### src/opfd_pkg.sv
// opfd_pkg: field layouts, encodings and enums for the operand field decoder
// assumes: used by opfd_top and opfd_addr_if
package opfd_pkg;
   localparam int MODE_HI = 7;
   localparam int MODE_LO = 6;
   localparam int REG_HI  = 5;
   localparam int REG_LO  = 3;
   localparam int RM_HI   = 2;
   localparam int RM_LO   = 0;
   localparam int SS_HI   = 7;
   localparam int SS_LO   = 6;
   localparam int IDX_HI  = 5;
   localparam int IDX_LO  = 3;
   localparam int BASE_HI = 2;
   localparam int BASE_LO = 0;

   localparam logic [1:0] MODE_NODISP = 2'h0;
   localparam logic [1:0] MODE_DISP8  = 2'h1;
   localparam logic [1:0] MODE_DISP32 = 2'h2;
   localparam logic [1:0] MODE_REG    = 2'h3;
   localparam logic [2:0] RM_SIB      = 3'h4;
   localparam logic [2:0] RM_FRAME    = 3'h5;
   localparam logic [2:0] BASE_STACK  = 3'h4;
   localparam logic [2:0] BASE_FRAME  = 3'h5;
   localparam logic [2:0] IDX_NONE    = 3'h4;
   localparam logic [1:0] SS_ONE      = 2'h0;

   // general register numbers
   localparam logic [2:0] GPR_ACCUM_32     = 3'h0;
   localparam logic [2:0] GPR_STACK_PTR_32 = 3'h4;
   localparam logic [2:0] GPR_FRAME_PTR_32 = 3'h5;

   // special register codes
   localparam logic [2:0] SPR_CODE_0 = 3'h0;
   localparam logic [2:0] SPR_CODE_1 = 3'h1;
   localparam logic [2:0] SPR_CODE_2 = 3'h2;
   localparam logic [2:0] SPR_CODE_3 = 3'h3;
   localparam logic [2:0] SPR_CODE_6 = 3'h6;
   localparam logic [2:0] SPR_CODE_7 = 3'h7;

   localparam int DISP8_W  = 8;
   localparam int DISP32_W = 32;

   typedef enum logic [1:0] {
      OPFD_SEG_DATA,
      OPFD_SEG_STACK
   } opfd_seg_e;

   typedef enum logic [1:0] {
      OPFD_DISP_NONE,
      OPFD_DISP_BYTE,
      OPFD_DISP_DWORD
   } opfd_disp_e;

   typedef enum logic [1:0] {
      OPFD_WIDTH_8,
      OPFD_WIDTH_16,
      OPFD_WIDTH_32
   } opfd_width_e;

   typedef enum logic [1:0] {
      OPFD_SPR_CONTROL,
      OPFD_SPR_DEBUG,
      OPFD_SPR_TEST
   } opfd_spr_e;

   typedef enum logic [2:0] {
      OPFD_COND_OVERFLOW,
      OPFD_COND_BELOW,
      OPFD_COND_EQUAL,
      OPFD_COND_BELOW_EQUAL,
      OPFD_COND_SIGN,
      OPFD_COND_PARITY,
      OPFD_COND_LESS,
      OPFD_COND_LESS_EQUAL
   } opfd_cond_e;
endpackage

### src/opfd_addr_if.sv
// opfd_addr_if: carries the decoded address plan from decoder to adder
// assumes: both ends sit inside opfd_top
`timescale 1ns/100ps
interface opfd_addr_if;
   import opfd_pkg::*;
   logic        base_en;
   logic [31:0] base_val;
   logic        index_en;
   logic [31:0] index_val;
   logic [1:0]  scale;
   opfd_disp_e  disp_kind;
   logic [31:0] disp_raw;
   logic [31:0] eff_addr;
   modport decoder (output base_en, base_val, index_en, index_val, scale, disp_kind,
                    disp_raw, input eff_addr);
   modport adder (input base_en, base_val, index_en, index_val, scale, disp_kind,
                  disp_raw, output eff_addr);
endinterface

### src/opfd_ea_adder.sv
// opfd_ea_adder: combinational effective-address sum of base, scaled index, displacement
// assumes: fields settled by the decoder in the same cycle
`timescale 1ns/100ps
module opfd_ea_adder
   import opfd_pkg::*;
(
   opfd_addr_if.adder a
);
   logic [31:0] scaled;
   logic [31:0] disp_ext;

   always_comb begin
      scaled = a.index_en ? (a.index_val << a.scale) : 32'h0;
      unique case (a.disp_kind)
         OPFD_DISP_BYTE:  disp_ext = {{24{a.disp_raw[DISP8_W-1]}}, a.disp_raw[DISP8_W-1:0]};
         OPFD_DISP_DWORD: disp_ext = a.disp_raw;
         default:         disp_ext = 32'h0;
      endcase
      a.eff_addr = (a.base_en ? a.base_val : 32'h0) + scaled + disp_ext;
   end
endmodule

### src/opfd_top.sv
// opfd_top: operand field decoder, registers the decoded result each clock
// assumes: prefetch path presents instruction bytes and register file values synchronously
`timescale 1ns/100ps
module opfd_top
   import opfd_pkg::*;
#(
   parameter int DATA_W = 32
) (
   input  wire logic        clk,
   input  wire logic        reset,
   input  wire logic [7:0]  modrm_byte,
   input  wire logic [7:0]  sib_byte,
   input  wire logic [31:0] disp_in,
   input  wire logic        addr32,
   input  wire logic        data32,
   input  wire logic        width_bit,
   input  wire logic        dir_bit,
   input  wire logic        sext_bit,
   input  wire logic        imm_is_byte,
   input  wire logic [31:0] imm_in,
   input  wire logic [3:0]  cond_code,
   input  wire logic [DATA_W*8-1:0] gpr_vals,
   input  wire logic [4:0]  flags_in,
   input  wire opfd_spr_e   spr_kind,
   output logic             sib_used,
   output logic             is_reg_operand,
   output opfd_seg_e        seg_sel,
   output opfd_disp_e       disp_sel,
   output logic [31:0]      eff_addr,
   output logic [2:0]       rm_reg_num,
   output opfd_width_e      rm_reg_width,
   output logic             rm_reg_high_byte,
   output logic [2:0]       reg_reg_num,
   output opfd_width_e      reg_reg_width,
   output logic             reg_reg_high_byte,
   output logic             reg_is_dest,
   output logic [31:0]      imm_out,
   output opfd_cond_e       cond_sel,
   output logic             cond_true,
   output logic [2:0]       spr_num,
   output logic             spr_invalid
);
   // flags_in order: [0] carry [1] zero [2] sign [3] overflow [4] parity
   opfd_addr_if ai ();

   opfd_ea_adder u_add (
      .a (ai.adder)
   );

   logic [1:0]  mode;
   logic [2:0]  rm, regf, ss, idx, base;
   logic        sib_d, isreg_d, hb_rm_d, hb_reg_d, dest_d, cond_d, sprinv_d;
   opfd_seg_e   seg_d;
   opfd_disp_e  disp_d;
   opfd_width_e w_d;
   logic [31:0] imm_d;
   logic [2:0]  rmnum_d, regnum_d, sprn_d;
   logic        cbase;

   logic        sib_q, isreg_q, hb_rm_q, hb_reg_q, dest_q, cond_q, sprinv_q;
   opfd_seg_e   seg_q;
   opfd_disp_e  disp_q;
   opfd_width_e w_q;
   logic [31:0] ea_q, imm_q;
   logic [2:0]  rmnum_q, regnum_q, sprn_q;
   opfd_cond_e  csel_q, csel_d;

   function automatic logic [31:0] gpr(input logic [2:0] n);
      gpr = gpr_vals[n*DATA_W +: 32];
   endfunction

   always_comb begin
      mode = modrm_byte[MODE_HI:MODE_LO];
      regf = modrm_byte[REG_HI:REG_LO];
      rm   = modrm_byte[RM_HI:RM_LO];
      ss   = {1'b0, sib_byte[SS_HI:SS_LO]};
      idx  = sib_byte[IDX_HI:IDX_LO];
      base = sib_byte[BASE_HI:BASE_LO];

      isreg_d = (mode == MODE_REG);
      sib_d   = addr32 && !isreg_d && (rm == RM_SIB);
      seg_d   = OPFD_SEG_DATA;
      disp_d  = OPFD_DISP_NONE;
      ai.base_en   = 1'b1;
      ai.base_val  = gpr(rm);
      ai.index_en  = 1'b0;
      ai.index_val = 32'h0;
      ai.scale     = 2'h0;
      ai.disp_raw  = disp_in;

      if (!isreg_d) begin
         if (mode == MODE_DISP8) begin
            disp_d = OPFD_DISP_BYTE;
         end else if (mode == MODE_DISP32) begin
            disp_d = OPFD_DISP_DWORD;
         end
         if (sib_d) begin
            ai.base_val  = gpr(base);
            ai.index_en  = (idx != IDX_NONE);
            ai.index_val = gpr(idx);
            ai.scale     = ss[1:0];
            if (base == BASE_STACK) begin
               seg_d = OPFD_SEG_STACK;
            end else if (base == BASE_FRAME) begin
               if (mode == MODE_NODISP) begin
                  ai.base_en = 1'b0;
                  disp_d     = OPFD_DISP_DWORD;
               end else begin
                  seg_d = OPFD_SEG_STACK;
               end
            end
         end else if (rm == RM_FRAME) begin
            if (mode == MODE_NODISP) begin
               ai.base_en = 1'b0;
               disp_d     = OPFD_DISP_DWORD;
            end else begin
               seg_d = OPFD_SEG_STACK;
            end
         end
      end

      // register operands by width bit
      w_d = !width_bit ? OPFD_WIDTH_8 : (data32 ? OPFD_WIDTH_32 : OPFD_WIDTH_16);
      rmnum_d  = width_bit ? rm : {1'b0, rm[1:0]};
      regnum_d = width_bit ? regf : {1'b0, regf[1:0]};
      hb_rm_d  = !width_bit && rm[2];
      hb_reg_d = !width_bit && regf[2];
      dest_d   = dir_bit;

      // immediate
      if (sext_bit && imm_is_byte && width_bit) begin
         imm_d = {{24{imm_in[DISP8_W-1]}}, imm_in[DISP8_W-1:0]};
      end else if (imm_is_byte) begin
         imm_d = {24'h0, imm_in[DISP8_W-1:0]};
      end else begin
         imm_d = imm_in;
      end
      if (!data32 && width_bit && !imm_is_byte) begin
         imm_d = {16'h0, imm_in[15:0]};
      end

      // conditional test
      csel_d = opfd_cond_e'(cond_code[3:1]);
      unique case (csel_d)
         OPFD_COND_OVERFLOW:    cbase = flags_in[3];
         OPFD_COND_BELOW:       cbase = flags_in[0];
         OPFD_COND_EQUAL:       cbase = flags_in[1];
         OPFD_COND_BELOW_EQUAL: cbase = flags_in[0] | flags_in[1];
         OPFD_COND_SIGN:        cbase = flags_in[2];
         OPFD_COND_PARITY:      cbase = flags_in[4];
         OPFD_COND_LESS:        cbase = flags_in[2] ^ flags_in[3];
         OPFD_COND_LESS_EQUAL:  cbase = (flags_in[2] ^ flags_in[3]) | flags_in[1];
      endcase
      cond_d = cbase ^ cond_code[0];

      // special register selector
      sprn_d = regf;
      unique case (spr_kind)
         OPFD_SPR_CONTROL: sprinv_d = !(regf == SPR_CODE_0 || regf == SPR_CODE_2 ||
                                        regf == SPR_CODE_3);
         OPFD_SPR_DEBUG:   sprinv_d = !(regf <= SPR_CODE_3 || regf == SPR_CODE_6 ||
                                        regf == SPR_CODE_7);
         OPFD_SPR_TEST:    sprinv_d = !(regf == SPR_CODE_6 || regf == SPR_CODE_7);
         default:          sprinv_d = 1'b1;
      endcase
   end

   always_ff @(posedge clk or posedge reset) begin
      if (reset) begin
         sib_q    <= 1'b0;
         isreg_q  <= 1'b0;
         seg_q    <= OPFD_SEG_DATA;
         disp_q   <= OPFD_DISP_NONE;
         ea_q     <= 32'h0;
         rmnum_q  <= 3'h0;
         regnum_q <= 3'h0;
         w_q      <= OPFD_WIDTH_8;
         hb_rm_q  <= 1'b0;
         hb_reg_q <= 1'b0;
         dest_q   <= 1'b0;
         imm_q    <= 32'h0;
         csel_q   <= OPFD_COND_OVERFLOW;
         cond_q   <= 1'b0;
         sprn_q   <= 3'h0;
         sprinv_q <= 1'b0;
      end else begin
         sib_q    <= sib_d;
         isreg_q  <= isreg_d;
         seg_q    <= seg_d;
         disp_q   <= disp_d;
         ea_q     <= ai.eff_addr;
         rmnum_q  <= rmnum_d;
         regnum_q <= regnum_d;
         w_q      <= w_d;
         hb_rm_q  <= hb_rm_d;
         hb_reg_q <= hb_reg_d;
         dest_q   <= dest_d;
         imm_q    <= imm_d;
         csel_q   <= csel_d;
         cond_q   <= cond_d;
         sprn_q   <= sprn_d;
         sprinv_q <= sprinv_d;
      end
   end

   always_comb begin
      ai.disp_kind = disp_d;
   end

   assign sib_used          = sib_q;
   assign is_reg_operand    = isreg_q;
   assign seg_sel           = seg_q;
   assign disp_sel          = disp_q;
   assign eff_addr          = ea_q;
   assign rm_reg_num        = rmnum_q;
   assign rm_reg_width      = w_q;
   assign rm_reg_high_byte  = hb_rm_q;
   assign reg_reg_num       = regnum_q;
   assign reg_reg_width     = w_q;
   assign reg_reg_high_byte = hb_reg_q;
   assign reg_is_dest       = dest_q;
   assign imm_out           = imm_q;
   assign cond_sel          = csel_q;
   assign cond_true         = cond_q;
   assign spr_num           = sprn_q;
   assign spr_invalid       = sprinv_q;
endmodule

### config.mk
export PLATFORM = sky130hd
export DESIGN_NAME = opfd_top
export DESIGN_NICKNAME = d
export VERILOG_FILES = /design/src/opfd_pkg.sv /design/src/opfd_addr_if.sv /design/src/opfd_ea_adder.sv /design/src/opfd_top.sv
export SDC_FILE = /design/constraint.sdc
export NUM_CORES = 1
export LEC_CHECK = 0
export BUFFER_PORTS_ARGS = -buffer_cell sky130_fd_sc_hd__buf_2
export CAP_MARGIN = 20
export CORE_AREA = 3 3 171 173
export DETAILED_ROUTE_END_ITERATION = 8
export DIE_AREA = 0 0 174 176
export GPL_TIMING_DRIVEN = 0
export PLACE_DENSITY_LB_ADDON = 0.15
export SLEW_MARGIN = 10
export SYNTH_ARGS = -nofsm -noshare
export SYNTH_HDL_FRONTEND = slang
export SYNTH_HIERARCHICAL = 1
export SYNTH_SLANG_ARGS = --single-unit
### constraint.sdc
create_clock -name clk -period 5.1 [get_ports clk]
set_clock_uncertainty 0.1 [all_clocks]
set_input_delay 0.765 -clock clk [delete_from_list [all_inputs] [get_ports clk]]
set_output_delay 0.765 -clock clk [all_outputs]
set_load 0.005 [all_outputs]
==> qor.yml, run 1 <==
sta:
  hold_viol_final: 0
  fin_crit_ns: 5.06
  finalSetupViolCount: 0
  setup_slack_ns: 0.0359
  setup_tns_ns: 0
  fmax_ghz: 0.197
  maxSlewViolCount: 0
  relSlewSlack_pct: 49.5
  worst-slew-pin-transition_ns: 0.757
  finalCritPeriodShare_pct: 99.3
worst_setup_path:
  max_stage_delay_ns: 0.55
  cp_slowest_cell: "fa_1"
  crit_fanout: 10
  crit_path_end_kind: "register"
  critPathKind: "input port to register"
  crit_required_ns: 5.21
  cp.arrival_ns: 5.17
  path_cells: "buf_4, clkbuf_1, clkbuf_1, a211oi_1, a21oi_1, nand2_1, fa_1, inv_1, ha_1, a21o_1, a31oi_4, o2111ai_4, a31o_2, a21oi_2, o21ai_0, xor2_1"
  startpoint_type: "input port"
  cp_common_cell: "clkbuf_1"
grt:
  overflow: 0
  antenna_found_initial: 28
  first_global_vias: 12300
  grt_start_max_net_pins: 61
  grt.total_usage_pct: 30.7
  grt_pass1_wl_mm: 72.1
pwr:
  pwr-share-seq_pct: 27.4
  switching_share_pct: 37.4
  power_switching_uw: 1080
  clkPwrFrac_pct: 22.5
  vdd_drop_max_v: 0.000165
  power_density_nw_per_um2: 178
  power_leakage_uw: 0.00742
  internal_power_uw: 1810
  combPwrFrac_pct: 50.0
synthesis:
  synth_compound_area_share_pct: 11.7
  netlist_instances: 1142
  ys_top_cells_by_count: "208 x mux4_2, 124 x nand2_1, 86 x dfrtp_1"
  ys_seq_elements: 86
  synthAdderAreaFrac_pct: 8.15
  netlist_area_um2: 12800
  synth_nets: 1561
  synth.area.top_cells: "mux4_2 37%, dfrtp_1 17%, fa_1 5.0%, mux2i_1 4.5%, nand2_1 3.6%"
  synth-seq-area-share_pct: 16.9
  yosys.area_share.simple_pct: 10.0
  async_reset_ff_share_pct: 100
  synth-edff-count: 0
  synth_top_area_share_pct: 36.7
  syn_area_per_cell_um2: 11.2
  ys_warn_count: 6
  synthMuxAreaShare_pct: 43.7
  synth_top_family_by_area: "multiplexers"
  synth_largest_area_cell: "mux4_2"
  synth-xor-area-share_pct: 2.33
  synth-main-ff-cell: "dfrtp_1"
  yosysMostFrequentCell: "mux4_2"
  synth.distinct_cells: 66
routing:
  routedWlPerCell_um: 24.3
  first_pass_iters: 7
  vias: 12100
  drc: 0
  dr.first_iter.drc_count: 1133
  detail-route-antenna-nets: 0
  via_per_inst: 6.06
  routed_wl_mm: 48.6
cts:
  cts-buffers-inserted: 9
  clk_root_buffer_cell: "clkbuf_16"
  cts.clk_slew.worst_paths_ns: 0.07
  htreeDepth: 3
  cts_tree: "built"
  cts_sinks: 86
  cts_buffer_depth: 2
die:
  die_w_um: 174
  dieArea_um2: 30600
  fp.coreArea_um2: 27800
  die-height_um: 176
  ios: 446
  initial_utilization_pct: 46.0
  rows: 61
place:
  preCtsSetupSlack_ns: -1.18
  port_buffers: 437
  dp_hpwl_mm: 40.4
  place.gp.congestion: 0.953
hold_path:
  hp-class: "input port to async pin"
layout:
  multiInputGateArea_um2: 9940
  post-route-util_pct: 58.5
  nets: 2010
  final-seq-area_um2: 2150
  drive_gt1_share_pct: 50.6
  area_delta_synth_final_pct: 27.2
  fillers: 2583
flow_run:
  cap_viol_max_count: 0
status:
  outcome: "finished clean"
-- layer usage --
metal / GRT usage, % / vias to the layer above / part of all wire [%] / wire length, µm
met2: 51.8 / 796 / 49 / 24000
li1: - / 5309 / - / -
met5: 0 / - / 0.084 / 41
met4: 13.2 / 8 / 3.8 / 1830
met1: 38.0 / 5862 / 37 / 17800
met3: 7.46 / 123 / 10 / 4870
-- cell usage in the layout, fill, tap and decap left out, drive strengths merged, types with 34 or more instances in the layout --
cell type | netlist | final
a211oi | 34 | 34
a21o | 40 | 40
a21oi | 48 | 48
buf | 58 | 508
clkbuf | 55 | 52
dfrtp | 86 | 86
inv | 74 | 77
mux2i | 58 | 58
mux4 | 219 | 219
nand2 | 124 | 124
nor2 | 62 | 62
nor2b | 36 | 36
-- logic make-up after synthesis --
| family | count (synthesis) |
|---|---|
| AO/OA/AOI/OAI | 213 |
| XOR/XNOR | 34 |
| adder cells (fa/ha/maj) | 64 |
| buffers and inverters | 188 |
| flip-flops | 86 |
| multiplexers | 279 |
| other | 1 |
| AND/OR/NAND/NOR | 277 |
-- state kept, by name (all words and copies together) (netlist names) --
signal / cells
cond_sel: 3
cond_true: 1
disp_sel: 2
eff_addr: 32
imm_out: 32
is_reg_operand: 1
reg_is_dest: 1
reg_reg_high_byte: 1
reg_reg_num: 1
reg_reg_width: 2
rm_reg_high_byte: 1
rm_reg_num: 3
seg_sel: 1
sib_used: 1
spr_invalid: 1
spr_num: 3
-- per-stage QoR --
step | power, µW | cell area [µm²] | instances | hold WS (ns)
6_report | 2900 | 16200 | 1998 | 0.302
5_1_grt | 3070 | 16200 | 1996 | 0.319
4_1_cts | 2880 | 16000 | 1972 | 0.308
3_5_place_dp | 2190 | 15500 | 1958 | 0.670
3_3_place_gp | 2170 | 15400 | 1957 | 0.774
2_1_floorplan | 1660 | 12800 | 1142 | 0.696
-- repair_timing --
| action | CTS | global route |
|---|---|---|
| resized for setup | 61 | 42 |
| hold buffers | 0 | 0 |
| setup endpoints to repair | 20 | 13 |
| pin swaps | 6 | 12 |
| buffers inserted | 3 | 7 |
-- path summary, 6_finish.rpt --
kind / to / slack [ns] / cells past startpoint / startpoint
min in group clk: imm_out[1] / 0.43 / 1 / imm_in[1]
min: cond_sel[2] / 0.30 / 2 / reset
max in group asynchronous: eff_addr[9] / 4.01 / 3 / reset
max: eff_addr[24] / 0.04 / 16 / sib_byte[2]
-- final cells by class --
cell class / count / area share [%]
Tap cell: 378 / 2.91
Clock inverter: 7 / 0.470
Clock buffer: 9 / 1.39
Antenna cell: 24 / 0.370
Sequential cell: 86 / 13.2
Buffer: 103 / 4.48
Multi-Input combinational cell: 868 / 61.2
Inverter: 75 / 1.76
Timing Repair Buffer: 448 / 14.2
-- critical path: cells and delay by family --
family	cells	cell delay, ns
compound gates	8	1.88
buf+inv	4	1.30
fa+ha+maj	2	0.92
xor+xnor	1	0.16
simple gates	1	0.14
-- power groups by stage --
stage	clock (µW)	combinational (µW)	sequential (µW)
after floorplan	0	833	827
after global placement	0	1360	809
after detailed placement	0	1380	810
after CTS	672	1410	796
after global routing	704	1570	805
final	652	1450	795
Power figures use the tool's default switching activity.
==> run 2, diff against run 1 <==
- RECOVER_POWER: unset -> 100
==> run 2 against run 1 <==
Against the previous run: the flow now finishes with violations (max-capacitance violations, max-slew violations); flip-flop and latch count unchanged; hold slack improved by 0.12 ns; non-clock buffer count stayed put; total power is 0.75% lower; sequential share of layout area increased by 0.090 points; first-iteration DRC count is 2.6% higher; global-route usage stayed put; setup slack better by 0.0084 ns; die area is the same; fmax grew 0.17%; wire length shrank 0.22%; via count down 0.28%; largest cell class unchanged.
==> qor.yml, run 2 (synthesized netlist as in run 1, its figures left out) <==
worst_setup_path:
  crit_fanout: 10  # unchanged
  cp.arrival_ns: 5.16  # about the same
  critPathKind: "input port to register"
  crit_required_ns: 5.21  # about the same
  startpoint_type: "input port"
  startpoint: "sib_byte[2]"
  crit_path_end_kind: "register"
die:
  fp.coreArea_um2: 27800  # unchanged
  dieArea_um2: 30600  # unchanged
  die-height_um: 176  # unchanged
  ios: 446  # unchanged
  initial_utilization_pct: 46.0  # unchanged
  die_w_um: 174  # unchanged
  rows: 61  # unchanged
place:
  place.gp.congestion: 0.953  # unchanged
  dpl.cell_count: 1958  # unchanged
  dp_hpwl_mm: 40.4  # unchanged
  port_buffers: 437  # unchanged
hold_path:
  hp-class: "input port to register"
  hold_start: "imm_in[1]"
cts:
  clk_root_buffer_cell: "clkbuf_16"
  cts-buffers-inserted: 9  # unchanged
  cts_tree: "built"
  htreeDepth: 3  # unchanged
  cts_sinks: 86  # unchanged
  cts_buffer_depth: 2  # unchanged
  cts.clk_slew.worst_paths_ns: 0.07  # about the same
flow_run:
  cap_viol_max_count: 1  # +1
layout:
  fillers: 2610  # +1.0%
  final_common_cell: "buf_2"
  final-seq-area_um2: 2150  # unchanged
  nets: 2010  # unchanged
  final_cell_mix: "390 x buf_2, 208 x mux4_2, 122 x nand2_1"
  stdcell_count: 2001  # +0.15%
  multiInputGateArea_um2: 9940  # unchanged
  drive_gt1_share_pct: 45.9  # -4.7 points
  area_delta_synth_final_pct: 26.4
pwr:
  pwr-share-seq_pct: 27.8  # +0.4 points
  internal_power_uw: 1790  # -1.4%
  combPwrFrac_pct: 49.5  # -0.5 points
  switching_share_pct: 37.7  # +0.38 points
  power_switching_uw: 1080  # +0.27%
  clkPwrFrac_pct: 22.7  # +0.2 points
  finalPower_uw: 2870  # -0.75%
  vdd_drop_max_v: 0.000166  # about the same
  power_density_nw_per_um2: 178  # about the same
  power_leakage_uw: 0.00718  # -3.3%
routing:
  vias: 12100  # -0.28%
  routed_wl_mm: 48.4  # -0.22%
  detail-route-antenna-nets: 0  # unchanged
  first_pass_iters: 7  # unchanged
  drc: 0  # unchanged
  via_per_inst: 6.03  # -0.43%
  routedWlPerCell_um: 24.2  # -0.37%
  dr.first_iter.drc_count: 1163  # +2.6%
grt:
  antenna_found_initial: 28  # unchanged
  grt_start_max_net_pins: 61  # unchanged
  first_global_vias: 12300  # unchanged
  grt.total_usage_pct: 30.7  # unchanged
  grt_pass1_wl_mm: 72.1  # unchanged
  overflow: 0  # unchanged
sta:
  finalSetupViolCount: 0  # unchanged
  fin_crit_ns: 5.06  # -0.00842 ns
  fmax_ghz: 0.198  # +0.17%
  whs_ns: 0.424  # +0.121 ns
  relSlewSlack_pct: -107  # -160 points
  worst-slew-pin-transition_ns: 3.10  # +2.34 ns
  finalCritPeriodShare_pct: 99.1  # -0.17 points
  setup_tns_ns: 0  # unchanged
  hold_viol_final: 0  # unchanged
  maxSlewViolCount: 61  # +61
status:
  outcome: "complete, but fails checks"
  violations: "max-capacitance violations, max-slew violations"
## run 2: what timing repair did
item / 4_1_cts / 5_1_grt
hold endpoints to repair: 0 / 0
pin swaps: 6 / 12
resized for setup: 61 / 42
endpoints found under the setup margin: 20 / 13
cloned: 0 / 0
hold buffers: 0 / 0
buffers inserted: 3 / 7
## run 2: worst max-delay path: stages
cell and delay [ns]:
buf_4 0.18, clkbuf_1 0.54, clkbuf_1 0.53, a211oi_1 0.16, a21oi_1 0.33, nand2_1 0.14, fa_1 0.55, inv_1 0.05
ha_1 0.37, a21o_1 0.25, a31oi_4 0.26, o2111ai_4 0.18, a31o_2 0.28, a21oi_2 0.26, o21ai_0 0.15, xor2_1 0.16
## run 2: cell type report
cell class / instances / share of cell area [%]
Timing Repair Buffer: 448 / 13.6
Clock inverter: 7 / 0.473
Antenna cell: 27 / 0.419
Sequential cell: 86 / 13.3
Tap cell: 378 / 2.93
Clock buffer: 9 / 1.40
Buffer: 103 / 4.49
Inverter: 75 / 1.77
Multi-Input combinational cell: 868 / 61.6
## run 2: worst paths after layout
| kind | endpoint | depth (start not counted) |
|---|---|---|
| setup / recovery | eff_addr[24] | 16 |
| max in group asynchronous | imm_out[4] | 3 |
| hold / removal | imm_out[1] | 1 |
| min in group asynchronous | cond_sel[2] | 2 |
## run 2: metal layers
metal	up-vias	share of wire, %	track usage (%)
met1	5862	37	38.0
met4	6	3.9	13.2
met3	136	9.7	7.46
li1	5313	-	-
met5	-	0.068	0
met2	747	49	51.8
## run 2: per-stage QoR
| step | util [%] | setup WS, ns | area (µm²) |
|---|---|---|---|
| floorplan | - | 0.0329 | 12800 |
| global placement | 55.6 | -1.15 | 15400 |
| detailed placement | 55.7 | -1.18 | 15500 |
| CTS | 57.6 | -0.00816 | 16000 |
| global route | 58.0 | -0.0436 | 16100 |
| finish | 58.1 | 0.0443 | 16100 |
## run 2: power by group through the flow
stage                     Clock, µW  Combinational (µW)  Sequential (µW)
after floorplan                   0                 833              827
after global placement            0                1360              809
after detailed placement          0                1380              810
after CTS                       672                1410              796
after global routing            704                1540              809
final                           653                1420              799
